### config.mk
export PLATFORM = sky130hd
export DESIGN_NAME = psr_readout
export DESIGN_NICKNAME = d
export VERILOG_FILES = /design/src/logic/psr_pkg.sv /design/src/logic/psr_readout.sv /design/src/logic/psr_tick.sv
export SDC_FILE = /design/constraint.sdc
export NUM_CORES = 1
export LEC_CHECK = 0
export BUFFER_PORTS_ARGS = -buffer_cell sky130_fd_sc_hd__buf_2
export CORE_UTILIZATION = 45
export DETAILED_ROUTE_END_ITERATION = 7
export PLACE_DENSITY = 0.66
export SETUP_SLACK_MARGIN = 0.05
export SLEW_MARGIN = 10
export SYNTH_ARGS = -nofsm -noshare
export SYNTH_HDL_FRONTEND = slang
export SYNTH_SLANG_ARGS = --single-unit
### constraint.sdc
create_clock -name mclk -period 10.39 [get_ports mclk]
set_input_delay 2.078 -clock mclk [delete_from_list [all_inputs] [get_ports mclk]]
set_output_delay 2.078 -clock mclk [all_outputs]
set_load 0.01 [all_outputs]
### src/logic/psr_pkg.sv
// pressure sensor readout: shared constants, types and timing
// assumes a 100 MHz mclk and a 32-bit classic wishbone register bus
package psr_pkg;

  // ==========================================================
  // clock and timebase
  localparam int CLK_MHZ = 100;
  localparam int TICK_US = 100;
  localparam int TICK_CYCLES = CLK_MHZ * TICK_US;

  // ==========================================================
  // register indices, byte address is four times the index
  localparam logic [7:0] IDX_STATUS = 8'hf3;
  localparam logic [7:0] IDX_CTRL = 8'hf4;
  localparam logic [7:0] IDX_CONFIG = 8'hf5;
  localparam logic [7:0] IDX_TEMP_MSB = 8'hf7;
  localparam logic [7:0] IDX_TEMP_MID = 8'hf8;
  localparam logic [7:0] IDX_TEMP_LOW = 8'hf9;
  localparam logic [7:0] IDX_PRESS_MSB = 8'hfa;
  localparam logic [7:0] IDX_PRESS_MID = 8'hfb;
  localparam logic [7:0] IDX_PRESS_LOW = 8'hfc;

  // ==========================================================
  // field positions
  localparam int CTRL_MODE_LSB = 0;
  localparam int CTRL_OSRS_P_LSB = 2;
  localparam int CTRL_OSRS_T_LSB = 5;
  localparam int CONFIG_SB_LSB = 5;
  localparam int STATUS_SHADOW_BIT = 0;
  localparam int STATUS_MEASURING_BIT = 3;

  // ==========================================================
  // reset values
  localparam logic [1:0] MODE_RESET = 2'h0;
  localparam logic [2:0] OSRS_RESET = 3'h0;
  localparam logic [2:0] SB_RESET = 3'h0;

  // power state codes
  localparam logic [1:0] MODE_SLEEP = 2'h0;
  localparam logic [1:0] MODE_NORMAL = 2'h3;

  // ==========================================================
  // longest conversion time per oversampling level, microseconds
  localparam int CONV_MAX_US_L0 = 6400;
  localparam int CONV_MAX_US_L1 = 8700;
  localparam int CONV_MAX_US_L2 = 13300;
  localparam int CONV_MAX_US_L3 = 22500;
  localparam int CONV_MAX_US_L4 = 43200;
  // standby intervals, microseconds
  localparam int SB_US_0 = 500;
  localparam int SB_US_1 = 62500;
  localparam int SB_US_2 = 125000;
  localparam int SB_US_3 = 250000;
  localparam int SB_US_4 = 500000;
  localparam int SB_US_5 = 1000000;
  localparam int SB_US_6 = 2000000;
  localparam int SB_US_7 = 4000000;

  typedef enum logic [1:0] {PH_IDLE, PH_MEASURE, PH_STANDBY} psr_phase_t;

  // one pressure and temperature sample
  typedef struct packed {
    logic [19:0] press;
    logic [19:0] temp;
  } psr_result_t;

  // classic wishbone request
  typedef struct packed {
    logic cyc;
    logic stb;
    logic we;
    logic [3:0] sel;
    logic [11:0] adr;
    logic [31:0] dat;
  } psr_wb_req_t;

  // oversampling code to level 0..4, skipped counts as lowest
  function automatic logic [2:0] psr_level(input logic [2:0] osrs);
    logic [2:0] lvl;
    lvl = 3'h4;
    if (osrs <= 3'h1) lvl = 3'h0;
    else if (osrs == 3'h2) lvl = 3'h1;
    else if (osrs == 3'h3) lvl = 3'h2;
    else if (osrs == 3'h4) lvl = 3'h3;
    return lvl;
  endfunction : psr_level

  // longest conversion in ticks; floor division is exact, each time is a whole number of ticks
  function automatic logic [15:0] psr_conv_ticks(input logic [2:0] lvl);
    int us;
    case (lvl)
      3'h0: us = CONV_MAX_US_L0;
      3'h1: us = CONV_MAX_US_L1;
      3'h2: us = CONV_MAX_US_L2;
      3'h3: us = CONV_MAX_US_L3;
      default: us = CONV_MAX_US_L4;
    endcase
    return 16'(us / TICK_US);
  endfunction : psr_conv_ticks

  function automatic logic [15:0] psr_sb_ticks(input logic [2:0] code);
    int us;
    case (code)
      3'h0: us = SB_US_0;
      3'h1: us = SB_US_1;
      3'h2: us = SB_US_2;
      3'h3: us = SB_US_3;
      3'h4: us = SB_US_4;
      3'h5: us = SB_US_5;
      3'h6: us = SB_US_6;
      default: us = SB_US_7;
    endcase
    return 16'(us / TICK_US);
  endfunction : psr_sb_ticks

endpackage : psr_pkg

### src/logic/psr_readout.sv
// pressure sensor readout: scheduling, result registers, shadowing
// assumes classic wishbone on mclk; serial front end reports burst end
// by chip_select_active_low and a one-cycle i2c_stop pulse
//
// Decided for this implementation: the Wishbone register port and the register addresses.
`timescale 1ns/1ps
module psr_readout
  import psr_pkg::*;
#(
  parameter int TICK_PERIOD = TICK_CYCLES
)
(
  input wire logic mclk,
  input wire logic rst_b,
  input wire logic wb_cyc_i,
  input wire logic wb_stb_i,
  input wire logic wb_we_i,
  input wire logic [3:0] wb_sel_i,
  input wire logic [11:0] wb_adr_i,
  input wire logic [31:0] wb_dat_i,
  output logic wb_ack_o,
  output logic [31:0] wb_dat_o,
  input wire logic chip_select_active_low,
  input wire logic i2c_stop,
  input wire psr_result_t adc_result,
  output logic measuring
);

  typedef struct packed {
    logic ack;
    logic [31:0] rdata;
    logic [1:0] mode;
    logic [2:0] osrs_p;
    logic [2:0] osrs_t;
    logic [2:0] standby_code;
    logic pend;
    logic [1:0] pend_mode;
    psr_phase_t phase;
    logic [15:0] remain;
    psr_result_t vis;
    psr_result_t shd;
    logic shd_full;
    logic burst;
    logic cs_prev;
    logic measuring;
  } psr_state_t;

  psr_state_t r;
  psr_state_t next_r;
  psr_wb_req_t req;
  logic tick;
  logic bus_req;
  logic [7:0] idx;
  logic in_map;
  logic is_result;
  logic burst_end;
  logic conv_done;
  logic [2:0] lvl;
  logic [7:0] rbyte;

  // ==========================================================
  // timebase
  psr_tick #(.PERIOD(TICK_PERIOD)) u_tick (
    .mclk(mclk),
    .rst_b(rst_b),
    .tick(tick)
  );

  // ==========================================================
  // bus request decode
  assign req = '{cyc: wb_cyc_i, stb: wb_stb_i, we: wb_we_i,
                 sel: wb_sel_i, adr: wb_adr_i, dat: wb_dat_i};
  assign bus_req = req.cyc & req.stb & ~r.ack;
  assign idx = req.adr[9:2];
  assign in_map = (req.adr[11:10] == 2'h0);
  assign is_result = in_map && idx >= IDX_TEMP_MSB
                     && idx <= IDX_PRESS_LOW;
  assign burst_end = (chip_select_active_low & ~r.cs_prev) | i2c_stop;
  assign conv_done = (r.phase == PH_MEASURE) && tick
                     && (r.remain == 16'h1);
  assign lvl = (psr_level(r.osrs_p) > psr_level(r.osrs_t))
               ? psr_level(r.osrs_p) : psr_level(r.osrs_t);

  // ==========================================================
  // read mux, result bytes packed high first
  always_comb
  begin
    rbyte = 8'h0;
    // msb, mid, low nibble on top
    if (idx == IDX_TEMP_MSB)
      rbyte = r.vis.temp[19:12];
    else if (idx == IDX_TEMP_MID)
      rbyte = r.vis.temp[11:4];
    else if (idx == IDX_TEMP_LOW)
      rbyte = {r.vis.temp[3:0], 4'h0};
    else if (idx == IDX_PRESS_MSB)
      rbyte = r.vis.press[19:12];
    else if (idx == IDX_PRESS_MID)
      rbyte = r.vis.press[11:4];
    else if (idx == IDX_PRESS_LOW)
      rbyte = {r.vis.press[3:0], 4'h0};
    else if (idx == IDX_CTRL)
      rbyte = {r.osrs_t, r.osrs_p, r.mode};
    else if (idx == IDX_CONFIG)
      rbyte = {r.standby_code, 5'h0};
    else if (idx == IDX_STATUS)
    begin
      rbyte[STATUS_MEASURING_BIT] = r.measuring;
      rbyte[STATUS_SHADOW_BIT] = r.shd_full;
    end
    if (!in_map)
      rbyte = 8'h0;
  end

  // ==========================================================
  // next state
  always_comb
  begin
    next_r = r;
    next_r.ack = 1'b0;
    next_r.cs_prev = chip_select_active_low;

    // bus slave: one wait state, unmapped reads as zero
    if (bus_req)
    begin
      next_r.ack = 1'b1;
      next_r.rdata = {24'h0, rbyte};
      if (req.we && req.sel[0] && in_map)
      begin
        if (idx == IDX_CTRL)
        begin
          next_r.osrs_p = req.dat[CTRL_OSRS_P_LSB +: 3];
          next_r.osrs_t = req.dat[CTRL_OSRS_T_LSB +: 3];
          if (r.phase == PH_MEASURE)
          begin
            if (!r.pend)
            begin
              next_r.pend = 1'b1;
              next_r.pend_mode = req.dat[CTRL_MODE_LSB +: 2];
            end
          end
          else
          begin
            next_r.mode = req.dat[CTRL_MODE_LSB +: 2];
          end
        end
        else if (idx == IDX_CONFIG)
        begin
          next_r.standby_code = req.dat[CONFIG_SB_LSB +: 3];
        end
      end
    end

    // burst tracking; a stop closes it before a new read reopens
    if (burst_end)
      next_r.burst = 1'b0;
    if (bus_req && !req.we && is_result)
      next_r.burst = 1'b1;

    if (conv_done)
    begin
      if (r.burst && !burst_end)
      begin
        next_r.shd = adc_result;
        next_r.shd_full = 1'b1;
      end
      else
      begin
        next_r.vis = adc_result;
        next_r.shd_full = 1'b0;
      end
    end
    else if (burst_end && r.shd_full)
    begin
      next_r.vis = r.shd;
      next_r.shd_full = 1'b0;
    end

    // measurement sequencer
    case (r.phase)
      PH_IDLE:
      begin
        // any non-sleep code starts a conversion
        if (r.mode != MODE_SLEEP)
        begin
          next_r.phase = PH_MEASURE;
          next_r.remain = psr_conv_ticks(lvl);
          next_r.measuring = 1'b1;
        end
      end
      PH_MEASURE:
      begin
        if (tick)
          next_r.remain = r.remain - 16'h1;
        if (conv_done)
        begin
          next_r.measuring = 1'b0;
          if (next_r.pend)
          begin
            next_r.mode = next_r.pend_mode;
            next_r.pend = 1'b0;
            next_r.phase = PH_IDLE;
          end
          else if (r.mode == MODE_NORMAL)
          begin
            next_r.phase = PH_STANDBY;
            next_r.remain = psr_sb_ticks(r.standby_code);
          end
          else
          begin
            next_r.mode = MODE_SLEEP;
            next_r.phase = PH_IDLE;
          end
        end
      end
      PH_STANDBY:
      begin
        // a mode write during standby acts at once
        if (r.mode != MODE_NORMAL)
          next_r.phase = PH_IDLE;
        else if (tick)
        begin
          if (r.remain == 16'h1)
          begin
            next_r.phase = PH_MEASURE;
            next_r.remain = psr_conv_ticks(lvl);
            next_r.measuring = 1'b1;
          end
          else
          begin
            next_r.remain = r.remain - 16'h1;
          end
        end
      end
      default:
      begin
        next_r.phase = PH_IDLE;
      end
    endcase
  end

  // ==========================================================
  // state register, reset values from the package
  always_ff @(posedge mclk or negedge rst_b)
  begin
    if (!rst_b)
    begin
      r <= '0;
      r.mode <= MODE_RESET;
      r.osrs_p <= OSRS_RESET;
      r.osrs_t <= OSRS_RESET;
      r.standby_code <= SB_RESET;
      r.phase <= PH_IDLE;
      r.cs_prev <= 1'b1;
    end
    else
    begin
      r <= next_r;
    end
  end

  assign wb_ack_o = r.ack;
  assign wb_dat_o = r.rdata;
  assign measuring = r.measuring;
endmodule : psr_readout

### src/logic/psr_tick.sv
// pressure sensor readout: timebase divider
// assumes one mclk domain; emits a one-cycle enable every period
`timescale 1ns/1ps
module psr_tick
  import psr_pkg::*;
#(
  parameter int PERIOD = TICK_CYCLES
)
(
  input wire logic mclk,
  input wire logic rst_b,
  output logic tick
);

  typedef struct packed {
    logic [15:0] cnt;
    logic tick;
  } psr_tick_state_t;

  psr_tick_state_t r;
  psr_tick_state_t next_r;

  // ==========================================================
  // divider: count down, pulse on wrap
  always_comb
  begin
    next_r = r;
    next_r.tick = 1'b0;
    if (r.cnt == 16'h0)
    begin
      next_r.cnt = 16'(PERIOD - 1);
      next_r.tick = 1'b1;
    end
    else
    begin
      next_r.cnt = r.cnt - 16'h1;
    end
  end

  always_ff @(posedge mclk or negedge rst_b)
  begin
    if (!rst_b)
      r <= '0;
    else
      r <= next_r;
  end

  assign tick = r.tick;

endmodule : psr_tick

==> implementation parameters <==
Parameter                              Value

CTS
  CTS Hold Buffers Added    0
  CTS Sinks    142
  Clock latency reported for the late side of the worst-skew pair    0.43 ns
  Clock slew at reported path FFs    0.07 ns
  Number of buffers on the longest clock path    2
  Number of H-tree levels    4
  Total CTS buffers    17
  Clock tree root driver cell    sky130_fd_sc_hd__clkbuf_16
  TritonCTS clock tree    yes

Setup path
  Worst flop-to-flop path startpoint    r[105]
  Crit path largest cell delay    0.51 ns
  End of the critical path    r[84]
  Reg-to-reg setup timing slack    0.53 ns
  Worst r2r dst    r[84]
  CP arrival    10.16 ns
  Crit path max-delay cell type    sky130_fd_sc_hd__nor3_1
  Most common cell type on the critical path    sky130_fd_sc_hd__buf_4
  CP startpoint    r[105]
  Logic depth of the worst register-to-register path    42
  CP Data Required Time    10.69 ns
  Startpoint class of the critical path    register
  Type of destination of the critical path    register
  Critical setup path kind    reg2reg
  Largest driver fanout on the critical path    8

Route
  Antenna viol nets, final    0
  Vias per Instance    6.01
  Detail-routed net length per standard cell    17.6 µm
  Wire length reported by the detailed router    36600 µm
  Starting DRC count in detailed routing    1055
  Overall via count from detail_route    12473
  Drt pass-1 iters    5
  Total DRC errors in the routed layout    0

Floorplan
  Core area    0.0278 mm²
  Number of placed I/O pins    129
  Full die area    0.0290 mm²
  Vertical die dimension    170 µm
  Core Rows    61
  Initial Utilization    0.458
  Width of the chip    170 µm

STA
  Count of endpoints failing setup in the final report    0
  Setup repair after global routing missed its margin    no
  Actual transition at the worst max-transition pin    1.10 ns
  Final Slew Violations    0
  Hold violation count in the final report    0
  Rel. slew slack    0.262
  Summed negative setup slack over all endpoints    0 ns
  Maximum clock frequency    101 MHz
  Period minus WS final    9.86 ns
  Worst hold slack    0.484 ns
  Part of the cycle the worst path needs    0.949
  Max Clock Skew    0.0212 ns

Flow run
  Max-cap check violation count    0

Placement
  DP HPWL    26900 µm
  Port Buffer Count    75
  Last weighted congestion value of the routability-driven placer    0.896

Power and ir drop
  Leak pwr    5.92 nW
  Net load switching power    0.719 mW
  Clock power frac    0.333
  Share of total power consumed by net switching    0.371
  Sequential fraction of design power    0.317
  Overall power    1.94 mW
  Worst-case vdd ir drop    0.113 mV
  Combinational fraction of design power    0.350
  Internal power consumption    1.22 mW
  Total power per unit cell area    136 mW/mm²

Synthesis
  Post-synthesis async set-or-reset flop share    1.00
  Proportion of netlist area held by the largest area contributor    0.277
  Cell taking the most area after synthesis    sky130_fd_sc_hd__dfrtp_1
  Netlist cell types    122
  Synthesized area divided by synthesized cell count    7.86 µm²
  FF+latch count, synth    142
  Commonest register cell after synthesis    sky130_fd_sc_hd__dfrtp_1
  Cell types with the largest area share after synthesis    sky130_fd_sc_hd__dfrtp_1 (28%), sky130_fd_sc_hd__nand2_1 (7.5%), sky130_fd_sc_hd__nor2_1 (5.0%), sky130_fd_sc_hd__mux2_2 (4.7%), sky130_fd_sc_hd__o21ai_0 (3.8%)
  Synthesized instance count    1620
  Sequential-to-total area share from yosys stat    0.279
  Post-synthesis instance area    0.0127 mm²
  Count of warnings emitted by yosys    0
  Number of flops mapped to enable cells by yosys    0

Outcome
  Status    complete, no violations

Global routing
  Pin count of the biggest net entering global routing    83
  Total congestion overflow    0
  Combined global-route utilization of all metal layers    0.252
  Number of global-route vias before repair    11524
  First-pass GRT wire length    58900 µm
  Initial antenna violation count    1

Worst hold path
  Hold WC Path Type    reg2reg

Finish
  Number of nets in the final layout    1806
  Commonest cells after routing, fill and taps aside    sky130_fd_sc_hd__nand2_1 (256), sky130_fd_sc_hd__nor2_1 (169), sky130_fd_sc_hd__dfrtp_1 (141), sky130_fd_sc_hd__o21ai_0 (96), sky130_fd_sc_hd__a21oi_1 (77)
  Share of final-layout standard cells stronger than drive strength 1    0.186
  P&R area growth vs syn    12.0%
  Leading cell type in the layout, fill and taps excluded    sky130_fd_sc_hd__nand2_1
==> Yosys cell counts, drive strengths merged, types with 18 or more instances <==
library cell    n
nand2         256
nor2          171
dfrtp         141
o21ai         111
a21oi          81
a31oi          58
clkbuf         57
nor3           56
mux2           54
buf            48
nand3          40
xnor2          38
inv            37
ha             28
nand2b         27
nor4           26
and2           22
or2            18
==> registers in the layout, indices dropped and copies added, names as in the netlist <==
name,count
r,115
u_tick.r,16
wb_dat_o,8
measuring,1
u_tick.tick,1
wb_ack_o,1
==> layer usage <==
metal / global-route usage / wire [µm] / part of all wire / vias up
li1: - / - / - / 6041
met1: 0.352 / 16900 / 0.46 / 5983
met3: 0.0388 / 2070 / 0.057 / 52
met2: 0.398 / 16800 / 0.46 / 397
met4: 0.0779 / 785 / 0.021 / 0
met5: 0 / 0 / 0 / -
==> worst min path at each step <==
stage	startpoint	end	slack, ns	depth (start not counted)
4_1_cts	wb_dat_o[1]	wb_dat_o[1]	0.48	2
2_1_floorplan	wb_dat_o[0]	wb_dat_o[0]	0.45	2
3_3_place_gp	wb_dat_o[1]	wb_dat_o[1]	0.46	2
3_5_place_dp	wb_dat_o[1]	wb_dat_o[1]	0.47	2
6_report	wb_dat_o[1]	wb_dat_o[1]	0.48	2
5_1_grt	r[102]	r[102]	0.51	1
==> metrics by stage <==
stage	cells	utilization	setup slack [ns]	instance area, µm²
after floorplan	1643	-	0.567	12800
after global placement	2036	0.486	0.410	13500
after detailed placement	2036	0.486	0.187	13500
after CTS	2068	0.508	0.191	14100
after global routing	2074	0.514	0.0391	14300
final	2075	0.514	0.527	14300
==> final cells by class <==
| type | count | area (µm²) |
|---|---|---|
| Sequential cell | 142 | 3550 |
| Timing Repair Buffer | 126 | 764 |
| Multi-Input combinational cell | 1359 | 8730 |
| Antenna cell | 1 | 2.50 |
| Clock inverter | 14 | 170 |
| Tap cell | 378 | 473 |
| Fill cell | 2701 | 13500 |
| Inverter | 37 | 139 |
| Clock buffer | 18 | 439 |
==> cell families (layout without fill, tap and decap cells) <==
| group | Yosys count | after routing | synth area share |
|---|---|---|---|
| flip-flops | 142 | 142 | 0.279 |
| adder cells (fa/ha/maj) | 33 | 33 | 0.0318 |
| XOR/XNOR | 51 | 51 | 0.0377 |
| buffers and inverters | 142 | 195 | 0.0529 |
| AO/OA/AOI/OAI | 471 | 471 | 0.263 |
| AND/OR/NAND/NOR | 709 | 709 | 0.271 |
| multiplexers | 71 | 71 | 0.0646 |
| other | 1 | 25 | 0.000294 |
==> timing repair <==
action | CTS | global route
setup buffers | 0 | 6
endpoints found under the setup margin | 0 | 2
gates resized for setup | 0 | 25
hold endpoints to repair | 0 | 0
==> worst max-delay path, delay by kind of cell (launching register included) <==
kind,cells,cell delay (ns)
mux,2,0.54
simple gates,12,2.75
fa+ha+maj,4,1.17
flops,1,0.42
compound gates,16,3.47
buf+inv,7,1.26
xor+xnor,1,0.13
==> power by group through the flow <==
stage	Combinational, mW	Sequential [mW]	Clock [mW]
after floorplan	0.500	0.612	0
after global placement	0.636	0.623	0
after detailed placement	0.646	0.624	0
after CTS	0.651	0.614	0.652
after global routing	0.745	0.618	0.670
final	0.678	0.614	0.644
Note: power is estimated with default switching activity, not from simulation.
